`config.mk`:
```
export PLATFORM = sky130hd
export DESIGN_NAME = psda_bridge
export DESIGN_NICKNAME = d
export VERILOG_FILES = /design/src/rtl/psda_pkg.sv /design/src/rtl/psda_bridge.sv
export VERILOG_INCLUDE_DIRS = /design/src /design/src/rtl
export SDC_FILE = /design/constraint.sdc
export NUM_CORES = 1
export LEC_CHECK = 0
export BUFFER_PORTS_ARGS = -buffer_cell sky130_fd_sc_hd__buf_2
export CAP_MARGIN = 15
export CORE_ASPECT_RATIO = 1.2
export CORE_MARGIN = 4
export CORE_UTILIZATION = 45
export DETAILED_ROUTE_END_ITERATION = 12
export PLACE_DENSITY = 0.85
export REMOVE_ABC_BUFFERS = 1
export SYNTH_ARGS = -nofsm -noshare
export SYNTH_HDL_FRONTEND = slang
export SYNTH_SLANG_ARGS = --single-unit
```
`constraint.sdc`:
```
create_clock -name ref_clk -period 2.13 [get_ports ref_clk]
set_input_delay 0.1065 -clock ref_clk [delete_from_list [all_inputs] [get_ports ref_clk]]
set_output_delay 0.1065 -clock ref_clk [all_outputs]
set_load 0.05 [all_outputs]
```
`src/rtl/psda_params.svh`:
```
// Purpose: constants for the program space data access bridge
// Assumes: one clock, synchronous active-high reset
// Notes:   offsets, field positions and counts only
`ifndef PSDA_PARAMS_SVH
`define PSDA_PARAMS_SVH
`define PSDA_CFG_SPACE_BIT   7
`define PSDA_WIN_ENABLE_BIT  2
`define PSDA_EA_MSB          15
`define PSDA_WIN_LOW_BITS    15
`define PSDA_MOVE_STALL      2'h1
`define PSDA_OTHER_STALL     2'h2
`define PSDA_FAST_STALL      2'h0
`define PSDA_ROW_WORDS       7'h40
`define PSDA_PAGE_WORDS      10'h200
`define PSDA_ROW_BYTES       8'hC0
`define PSDA_PAGE_BYTES      11'h600
`endif

```
`src/rtl/psda_pkg.sv`:
```
// Purpose: types for the program space data access bridge
// Assumes: 24-bit program word, 16-bit data word
// Notes:   request and answer travel as packed structs
package psda_pkg;
    typedef enum logic [2:0] {
        PSDA_OP_NONE  = 3'b000,
        PSDA_OP_RDLO  = 3'b001,
        PSDA_OP_RDHI  = 3'b010,
        PSDA_OP_WRLO  = 3'b011,
        PSDA_OP_WRHI  = 3'b100,
        PSDA_OP_DATA  = 3'b101
    } psda_op_e;
    typedef enum logic [1:0] {
        PSDA_PROG_USER = 2'b00,
        PSDA_PROG_CFG  = 2'b01,
        PSDA_PROG_WIN  = 2'b10,
        PSDA_PROG_RAM  = 2'b11
    } psda_space_e;
    typedef struct packed {
        psda_op_e    op;
        logic        byteMode;
        logic [15:0] effAddr;
        logic [15:0] wrData;
        logic        isMove;
        logic        inRepeat;
        logic        repFirst;
        logic        repLast;
        logic        irqExit;
        logic        irqReentry;
    } psda_req_s;
    typedef struct packed {
        logic        valid;
        psda_space_e space;
        logic [23:0] progAddr;
        logic        progRead;
        logic        progWrite;
        logic [23:0] progWrData;
        logic [2:0]  progWrLanes;
        logic [15:0] ramAddr;
        logic [1:0]  stallCycles;
    } psda_cmd_s;
endpackage

```
`src/rtl/psda_bridge.sv`:
```
// Purpose: maps core data accesses onto program memory (table ops and window)
// Assumes: request is synchronous to ref_clk; program read data valid with request
// Notes:   one registered stage; flash erase/program sequencing lives elsewhere
`timescale 1ns/1ps
`default_nettype none
`include "psda_params.svh"

// Functional notes
// - program memory as two parallel 16-bit spaces
// - program words step by two addresses
// - table ops support byte and word sizes
// - word low read returns P15:0 unchanged
// - byte low read picks byte by select
// - word high read returns P23:16, upper zero
// - byte high read phantom byte reads zero
// - table page bit 7 selects configuration space
// - table location from EA within page
// - upper data half maps to program page
// - window only when EA msb and enable
// - window page gives upper bits, EA low 15
// - window reads return only low 16 bits
// - window disabled during table operations
// - window stall: move one, others two
// - repeat loop: edge iterations two, others none
// - rows 64 words, pages 512 words
// - table address is page concatenated with EA
// - window address bit 15 from page bit 0
module psda_bridge
    import psda_pkg::*;
(
    input  wire logic        ref_clk,
    input  wire logic        reset,
    input  wire psda_req_s   req,
    input  wire logic [7:0]  table_page_select,
    input  wire logic [7:0]  visibility_page_select,
    input  wire logic [15:0] core_control_reg,
    input  wire logic [23:0] progRdData,
    input  wire logic [15:0] ramRdData,
    output var  psda_cmd_s   cmd_q,
    output var  logic [15:0] rdData_q,
    output var  logic        rdValid_q,
    output var  logic        tableBusy_q,
    output var  logic [5:0]  rowIndex_q,
    output var  logic [8:0]  pageIndex_q,
    output var  logic [15:0] rowBase_q
);

    // ============================================================
    // helpers
    // ============================================================
    // table ops never use the window, whatever the address
    function automatic logic isTable(input psda_op_e op);
        return op == PSDA_OP_RDLO || op == PSDA_OP_RDHI ||
               op == PSDA_OP_WRLO || op == PSDA_OP_WRHI;
    endfunction

    function automatic logic [7:0] pickByte(input logic [15:0] w, input logic sel);
        return sel ? w[15:8] : w[7:0];
    endfunction

    function automatic logic isRead(input psda_op_e op);
        return op == PSDA_OP_RDLO || op == PSDA_OP_RDHI;
    endfunction

    function automatic logic isWrite(input psda_op_e op);
        return op == PSDA_OP_WRLO || op == PSDA_OP_WRHI;
    endfunction

    // word slot inside a write row; rows hold 64 words two addresses apart
    function automatic logic [5:0] rowSlot(input logic [23:0] addr);
        return 6'((addr >> 1) % `PSDA_ROW_WORDS);
    endfunction

    // word slot inside an erase page of 512 words
    function automatic logic [8:0] pageSlot(input logic [23:0] addr);
        return 9'((addr >> 1) % `PSDA_PAGE_WORDS);
    endfunction

    // first address of the row, so a buffer load can be checked for alignment
    function automatic logic [15:0] rowStart(input logic [23:0] addr);
        return {addr[15:7], 7'h00};
    endfunction

    // ============================================================
    // decode
    // ============================================================
    // request class
    logic        tableOp;
    logic        winHit;
    logic        byteSel;
    logic        program_window_enable;

    // addresses
    logic [23:0] tableAddr;
    logic [23:0] winAddr;

    // stall and steering
    logic [1:0]  stall;
    logic        repEdge;
    logic [15:0] rdWord;
    logic [7:0]  hiByte;
    logic [23:0] wrWord;
    logic [2:0]  wrLanes;

    // next command
    psda_cmd_s   cmd_d;

    always_comb begin
        tableOp = isTable(req.op);
        program_window_enable = core_control_reg[`PSDA_WIN_ENABLE_BIT];
        byteSel = req.effAddr[0];
        // table ops bypass the window so a table pointer in the upper half is never remapped
        winHit = (req.op == PSDA_OP_DATA) && req.effAddr[`PSDA_EA_MSB]
                 && program_window_enable && !tableOp;
    end

    // ============================================================
    // address forming
    // ============================================================
    // table ops reach either space through the page top bit
    // the window can only reach user space, so its top bit is tied low
    always_comb begin
        tableAddr = {table_page_select, req.effAddr};
        winAddr = {1'b0, visibility_page_select,
                   req.effAddr[`PSDA_WIN_LOW_BITS-1:0]};
    end

    // ============================================================
    // stall count
    // ============================================================
    // the count rides with the command so the sequencer can hold the core
    always_comb begin
        // any edge of the loop pays the full two cycles, middle passes pay none
        repEdge = req.repFirst || req.repLast || req.irqExit || req.irqReentry;
        stall = `PSDA_FAST_STALL;
        if (winHit) begin
            if (req.inRepeat) begin
                if (repEdge) begin
                    stall = `PSDA_OTHER_STALL;
                end else begin
                    stall = `PSDA_FAST_STALL;
                end
            end else if (req.isMove) begin
                stall = `PSDA_MOVE_STALL;
            end else begin
                stall = `PSDA_OTHER_STALL;
            end
        end
    end

    // ============================================================
    // read steering
    // ============================================================
    // byte reads clear the upper data byte so a stale value never leaks
    always_comb begin
        hiByte = progRdData[23:16];
        rdWord = ramRdData;
        unique case (req.op)
            PSDA_OP_RDLO: begin
                if (req.byteMode) begin
                    rdWord = {8'h00, pickByte(progRdData[15:0], byteSel)};
                end else begin
                    rdWord = progRdData[15:0];
                end
            end
            PSDA_OP_RDHI: begin
                if (req.byteMode) begin
                    rdWord = {8'h00, byteSel ? 8'h00 : hiByte};
                end else begin
                    rdWord = {8'h00, hiByte};
                end
            end
            PSDA_OP_DATA: begin
                rdWord = winHit ? progRdData[15:0] : ramRdData;
            end
            PSDA_OP_NONE, PSDA_OP_WRLO, PSDA_OP_WRHI: begin
                rdWord = 16'h0000;
            end
            // codes 6 and 7 are unused; answer zero rather than stale data
            default: begin
                rdWord = 16'h0000;
            end
        endcase
    end

    // ============================================================
    // write steering
    // ============================================================
    // lanes: bit 0 low byte, bit 1 middle byte, bit 2 upper byte
    // a low byte write repeats the byte on both low lanes; the lane mask picks one
    always_comb begin
        wrWord = 24'h000000;
        wrLanes = 3'h0;
        if (req.op == PSDA_OP_WRLO) begin
            if (req.byteMode) begin
                wrWord = {8'h00, req.wrData[7:0], req.wrData[7:0]};
                wrLanes = byteSel ? 3'h2 : 3'h1;
            end else begin
                wrWord = {8'h00, req.wrData};
                wrLanes = 3'h3;
            end
        end else if (req.op == PSDA_OP_WRHI) begin
            // the phantom byte has no storage, so a byte write to it writes nothing
            wrWord = {req.wrData[7:0], 16'h0000};
            wrLanes = (req.byteMode && byteSel) ? 3'h0 : 3'h4;
        end
    end

    // ============================================================
    // command build
    // ============================================================
    // ram address always rides along; it is ignored when a program space is picked
    always_comb begin
        cmd_d = '0;
        cmd_d.valid = req.op != PSDA_OP_NONE;
        cmd_d.ramAddr = req.effAddr;
        cmd_d.stallCycles = stall;
        cmd_d.progWrData = wrWord;
        cmd_d.progWrLanes = wrLanes;
        if (tableOp) begin
            cmd_d.space = table_page_select[`PSDA_CFG_SPACE_BIT] ?
                          PSDA_PROG_CFG : PSDA_PROG_USER;
            cmd_d.progAddr = tableAddr;
            cmd_d.progRead = isRead(req.op);
            cmd_d.progWrite = isWrite(req.op);
        end else if (winHit) begin
            cmd_d.space = PSDA_PROG_WIN;
            cmd_d.progAddr = winAddr;
            cmd_d.progRead = 1'b1;
        end else begin
            cmd_d.space = PSDA_PROG_RAM;
        end
    end

    // ============================================================
    // registered outputs
    // ============================================================
    // one stage only: the answer lands exactly one edge after the request
    always_ff @(posedge ref_clk) begin
        if (reset) begin
            cmd_q <= '0;
        end else begin
            cmd_q <= cmd_d;
        end
    end

    // read data is reloaded on every edge; an idle or write cycle loads zero
    always_ff @(posedge ref_clk) begin
        if (reset) begin
            rdData_q <= 16'h0000;
        end else begin
            rdData_q <= rdWord;
        end
    end

    // ram reads count as reads too, so the core can latch either source the same way
    always_ff @(posedge ref_clk) begin
        if (reset) begin
            rdValid_q <= 1'b0;
        end else begin
            rdValid_q <= isRead(req.op) || req.op == PSDA_OP_DATA;
        end
    end

    // flags the cycle after a table op, while the window is held off
    always_ff @(posedge ref_clk) begin
        if (reset) begin
            tableBusy_q <= 1'b0;
        end else begin
            tableBusy_q <= tableOp;
        end
    end

    // ============================================================
    // self-programming geometry
    // ============================================================
    // row and page positions let the flash sequencer check write-buffer alignment
    // they hold between table ops so the sequencer may look at them late
    always_ff @(posedge ref_clk) begin
        if (reset) begin
            rowIndex_q <= 6'h00;
        end else if (tableOp) begin
            rowIndex_q <= rowSlot(tableAddr);
        end
    end

    always_ff @(posedge ref_clk) begin
        if (reset) begin
            pageIndex_q <= 9'h000;
        end else if (tableOp) begin
            pageIndex_q <= pageSlot(tableAddr);
        end
    end

    always_ff @(posedge ref_clk) begin
        if (reset) begin
            rowBase_q <= 16'h0000;
        end else if (tableOp) begin
            rowBase_q <= rowStart(tableAddr);
        end
    end

endmodule // psda_bridge
`default_nettype wire

```
==> results of run 1 <==
## repair_timing
action,in CTS,in global routing
gates resized for setup,0,0
hold endpoints to repair,53,0
hold buffers,50,0
## report_power, final
part | switching, mW | internal (mW)
clock | 0.661 | 0.453
combinational | 0.627 | 0.292
sequential | 0.0298 | 2.08
## state kept, by name (all words and copies together), names as in the netlist
name,cells
cmd_q,74
pageIndex_q,3
rdData_q,16
rdValid_q,1
rowBase_q,7
rowIndex_q,5
tableBusy_q,1
## cell type report
cell class              instances  area [um^2]
diodes                          1         2.50
clock buffers                  11          141
clock inverters                 4         26.3
fillers                       733         3230
inverters                       3         11.3
multi-input cells             253         1740
flip-flops and latches        107         2140
well taps                     120          150
repair buffers                273         1630
## final timing paths
| check | from | endpoint | depth (start not counted) |
|---|---|---|---|
| worst max register to register | pageIndex_q[5] | pageIndex_q[5] | 2 |
| worst min register to register | rowBase_q[14] | rowBase_q[14] | 2 |
| worst min-delay path | req[20] | cmd_q[35] | 3 |
| worst max-delay path | req[39] | cmd_q[66] | 5 |
## worst max-delay path: cells and delay by family
| family | cells | cell delay (ps) |
|---|---|---|
| AOI/OAI and AO/OA | 2 | 840 |
| buffers and inverters | 2 | 950 |
| and+or+nand+nor | 1 | 150 |
## metal layers
| layer | track usage | vias up | routed length (um) |
|---|---|---|---|
| met5 | 0 | - | 0 |
| met4 | 0.0851 | 0 | 319 |
| met3 | 0.0506 | 30 | 1040 |
| met2 | 0.433 | 190 | 6950 |
| met1 | 0.262 | 1886 | 4950 |
| li1 | - | 1880 | - |
## cells in the final DEF (no fill, tap or decap), types with 8 or more instances in the layout
| cell | synthesis | layout |
|---|---|---|
| buf_2 | 9 | 216 |
| dfxtp_1 | 107 | 107 |
| dlygate4sd3_1 | 0 | 50 |
| o21ai_0 | 29 | 29 |
| nand3_1 | 22 | 22 |
| and2_1 | 19 | 19 |
| a21oi_1 | 19 | 19 |
| and3_1 | 18 | 18 |
| a21boi_0 | 17 | 17 |
| nor2b_1 | 16 | 16 |
| nor2_1 | 13 | 13 |
| nor3b_2 | 10 | 10 |
| clkbuf_8 | 0 | 10 |
| mux2i_1 | 9 | 9 |
| a22o_1 | 8 | 8 |
| nand4b_1 | 8 | 8 |
## cells by family after synthesis
| kind of cell | after synthesis | share of synthesized area |
|---|---|---|
| AO/OA/AOI/OAI | 104 | 0.162 |
| XOR/XNOR | 1 | 0.00208 |
| buffers and inverters | 52 | 0.0860 |
| flip-flops | 107 | 0.507 |
| multiplexers | 9 | 0.0213 |
| other | 1 | 0.000888 |
| AND/OR/NAND/NOR | 132 | 0.220 |
## per-stage QoR
stage | setup WS, ps | power [mW] | std cells | util
3_5_place_dp | 459 | 3.00 | 706 | 0.570
5_1_grt | 196 | 4.30 | 771 | 0.644
2_1_floorplan | 783 | 2.69 | 363 | -
3_3_place_gp | 496 | 2.98 | 706 | 0.570
4_1_cts | 364 | 4.16 | 771 | 0.644
6_report | 322 | 4.14 | 772 | 0.644
==> metrics.cfg, run 1 <==
[setup_path]
reg2reg_slack_ps = 1360
cp.required_ps = 2380
path_cells = buf_2, o21a_1, nor3_4, a22o_1, dlygate4sd3_1
endpoint_kind = flip-flop
worstSetupPathType = input pin to flip-flop
cp-start-kind = input pin
cp_data_arrival_time_ps = 2060
critical_path.slowest_cell = o21a_1
slowest_delay_ps = 610
critPathMaxFanout = 23

[global_routing]
grt_pass1_vias = 4079
antenna_found_initial = 0
gr-total-overflow = 0
grt_pass1_wl_um = 20100
grt_usage = 0.236
grt_max_degree = 30

[yosys]
async_reset_ff_frac = 0
synth_area_um2 = 4220
yosys.area.top_type = dfxtp_1
avgSynthCellArea_um2 = 10.4
synth_top_area_frac = 0.507
synth.most_common_cell = dfxtp_1
ys_types = 50
synth_edf_count = 0
yosysWarnings = 0
ys_ff_latch = 107
synth_flop_cell = dfxtp_1
seq_area_frac_synth = 0.507
synthTopCellsByArea = dfxtp_1, o21ai_0, buf_4, a21boi_0, nor3b_2
synth_cells = 406
netlist_top_cells_count = dfxtp_1, o21ai_0, nand3_1

[routing]
firstDrtPassIters = 4
vias = 3986
drt-wirelength-per-cell_um = 17.2
drtIter0Drc = 152
ant_nets = 0
drc = 0
routed_wl_um = 13300
viasPerCell = 5.16

[die]
coreArea_um2 = 9080
fp.dieW_um = 96.4
rows = 38
dieArea_um2 = 11000
ios = 239
start_util = 0.465
die_y_um = 114

[run]
cap_violations = 0

[cells_and_area]
fin_area_um2 = 5850
drive_gt1_frac = 0.413
fin_nets = 763
syn2layout_area_growth_pct = 38.5

[power_and_ir_drop]
peakVddDrop_mv = 0.412
power_density_nw_per_um2 = 709
p_leak_nw = 2.83

[cts]
clockBufferDepth = 2
cts_buffers = 9
clkTransAtPathRegs_ps = 100
postCtsSetupRepairBufs = 0
numClockSinks = 107
clock_latency_ps = 350
root_buffer = clkbuf_8
h-tree-depth = 3
cts_tree = done

[min_path]
hold_path_class = input pin to flip-flop

[sta]
final-hold-violation-count = 0
max-slew-margin-rel = 0.551
drv_slew = 0
whs_ps = 7.34
period_share = 0.849
worstMarginPinSlew_ps = 674
finalSetupViolCount = 0
fmax_mhz = 553
fin_skew_ps = 0
rsz0062_at_grt = false
fin_setup_tns_ps = 0
period_minus_slack_ps = 1810

[placement]
io_buffers = 216
gp_congestion = 0.757
post_dp_cell_area_um2 = 5180
hpwlAfterDp_um = 8870

[run_status]
outcome = finished clean

Note: power is estimated with default switching activity, not from simulation.
==> inputs of run 2 (changes only) <==
- CORE_UTILIZATION: 45 -> 44
- PLACE_DENSITY: 0.85 -> 0.84
- clock period: 2.13 -> 1.77 ns (I/O delays scaled with it)
==> run 2 against run 1 <==
  * Critical path depth unchanged
  * Power rose by 23%
  * Worst hold slack improved by 17 ps
  * Core utilization grew 0.39 points
  * Clock skew unchanged
  * Flip-flop and latch count is the same
  * Largest power group unchanged
  * Clock power is 30% higher
==> metrics.cfg, run 2 (synthesized netlist as in run 1, its figures left out) <==
[cells_and_area]
n_antenna_cell = 0  ; -1
drive_gt1_frac = 0.413  ; -0.000560
largest_reg_flops = 74  ; unchanged
fin_cells = 784  ; +1.6%
num-fill-cells = 731  ; -0.27%
reg.largest.list = cmd_q (74), rdData_q (16), rowBase_q (7)
syn2layout_area_growth_pct = 41.5
multiInputGateArea_um2 = 1740  ; unchanged
fin_area_um2 = 5970  ; +2.2%
final_common_cell = buf_2
final_cell_mix = buf_2, dfxtp_1, dlygate4sd3_1
fin_nets = 776  ; +1.7%
register_area_um2 = 2140  ; unchanged
top_register = cmd_q
utilization = 0.648  ; +0.00388

[global_routing]
grt_pass1_wl_um = 20400  ; +1.7%
grt_usage = 0.228  ; -0.00788
gr-total-overflow = 0  ; unchanged
met3_usage = 0.0583  ; +0.00763
grt_use_met1 = 0.254  ; -0.00785
grt_max_degree = 23  ; -23%
grt_pass1_vias = 4043  ; -0.88%
antenna_found_initial = 0  ; unchanged
busiest_layer = met2
use_met2 = 0.428  ; -0.00500

[power_and_ir_drop]
p_leak_nw = 2.90  ; +2.2%
power_density_nw_per_um2 = 855  ; +21%
peakVddDrop_mv = 0.397  ; -3.7%
total_power_mw = 5.11  ; +23%

[setup_path]
critPathMaxFanout = 17  ; -26%
slowest_delay_ps = 550  ; -60 ps
path_cells = buf_2, and2b_1, and4bb_4, a22o_1, dlygate4sd3_1
critPathBufInv = 2  ; unchanged
critical_path.slowest_cell = dlygate4sd3_1
endpoint_kind = flip-flop
regToRegStartpoint = pageIndex_q[7]
worstSetupStartpoint = req[39]
worstSetupPathType = input pin to flip-flop
cp_data_arrival_time_ps = 1920  ; -140 ps
cp.required_ps = 2080  ; -300 ps
cp-start-kind = input pin
crit_family = buffers and inverters

[cts]
cts_resized = 0  ; unchanged
postCtsSetupRepairBufs = 0  ; unchanged
numClockSinks = 107  ; unchanged
h-tree-depth = 3  ; unchanged
clockBufferDepth = 2  ; unchanged
clock_latency_ps = 360  ; about the same
cts_buffers = 9  ; unchanged
clkTransAtPathRegs_ps = 90  ; about the same
root_buffer = clkbuf_8
cts_tree = done

[die]
ios = 239  ; unchanged
die_y_um = 115  ; +1.1%
dieArea_um2 = 11200  ; +2.1%
coreArea_um2 = 9220  ; +1.6%
rows = 38  ; unchanged
start_util = 0.458  ; -0.00719
fp.dieW_um = 97.4  ; +1.0%

[routing]
drc = 0  ; unchanged
firstDrtPassIters = 5  ; +1
ant_nets = 0  ; unchanged
viasPerCell = 5.16  ; about the same
routed_wl_um = 13300  ; +0.55%
drtIter0Drc = 180  ; +18%
drt-wirelength-per-cell_um = 17.0  ; -0.99%
vias = 4049  ; +1.6%

[placement]
dp.cells = 712  ; +0.85%
place_ws_ps = 307  ; -152 ps
gp_congestion = 0.784  ; +3.5%
post_dp_cell_area_um2 = 5220  ; +0.87%
hpwlAfterDp_um = 9140  ; +3.1%
io_buffers = 216  ; unchanged

[sta]
fmax_mhz = 620
fin_skew_ps = 0  ; unchanged
max-slew-margin-rel = 0.579  ; +0.0285
fin_setup_tns_ps = 0  ; unchanged
rsz0062_at_grt = false
layout_setup_ws_ps = 157  ; -165 ps
finalSetupViolCount = 0  ; unchanged
worstMarginPinSlew_ps = 631  ; -42.8 ps
final-hold-violation-count = 0  ; unchanged
period_minus_slack_ps = 1610
drv_slew = 0  ; unchanged
period_share = 0.911
whs_ps = 23.9  ; +16.6 ps

[min_path]
hold_path_class = input pin to flip-flop
min_from = progRdData[19]

[run_status]
outcome = finished clean

[run]
cap_violations = 0  ; unchanged

-- run 2: cell count changes in the layout (fill, tap and decap cells not counted) --
cell and delta:
clkbuf_8 -1, clkinv_2 -1, dlygate4sd3_1 +7, buf_4 +6, diode_2 -1, clkbuf_1 +1
bufinv_16 +1
-- run 2: final timing paths --
kind | end | slack (ps) | cells past startpoint
hold reg to reg | rowBase_q[10] | 490 | 2
hold / removal | rdData_q[3] | 20 | 3
setup / recovery | cmd_q[68] | 160 | 5
setup reg to reg | pageIndex_q[7] | 1030 | 2
-- run 2: tightest hold or removal path, cell delays in order --
cell	delay, ps
buf_2	100
nand4b_1	80
a31oi_1	80
-- run 2: report_power, final --
part           internal (mW)  switching, mW
clock network          0.651          0.786
logic                  0.370          0.760
registers               2.50         0.0356
-- run 2: area by class of cell --
cell class	instances	share of cell area
flip-flops and latches	107	0.359
repair buffers	286	0.293
multi-input cells	253	0.291
well taps	120	0.0251
clock buffers	11	0.0220
clock inverters	4	0.00859
inverters	3	0.00188
-- run 2: metal layers --
metal  wire length (um)  vias up
met3               1120       18
met4                197        0
met1               4960     1916
met2               7060      212
li1                   -     1903
met5                  0        -
-- run 2: repair_timing --
item | CTS | global route
hold buffers | 57 | 0
endpoints found under the setup margin | 0 | 0
hold endpoints to repair | 80 | 0
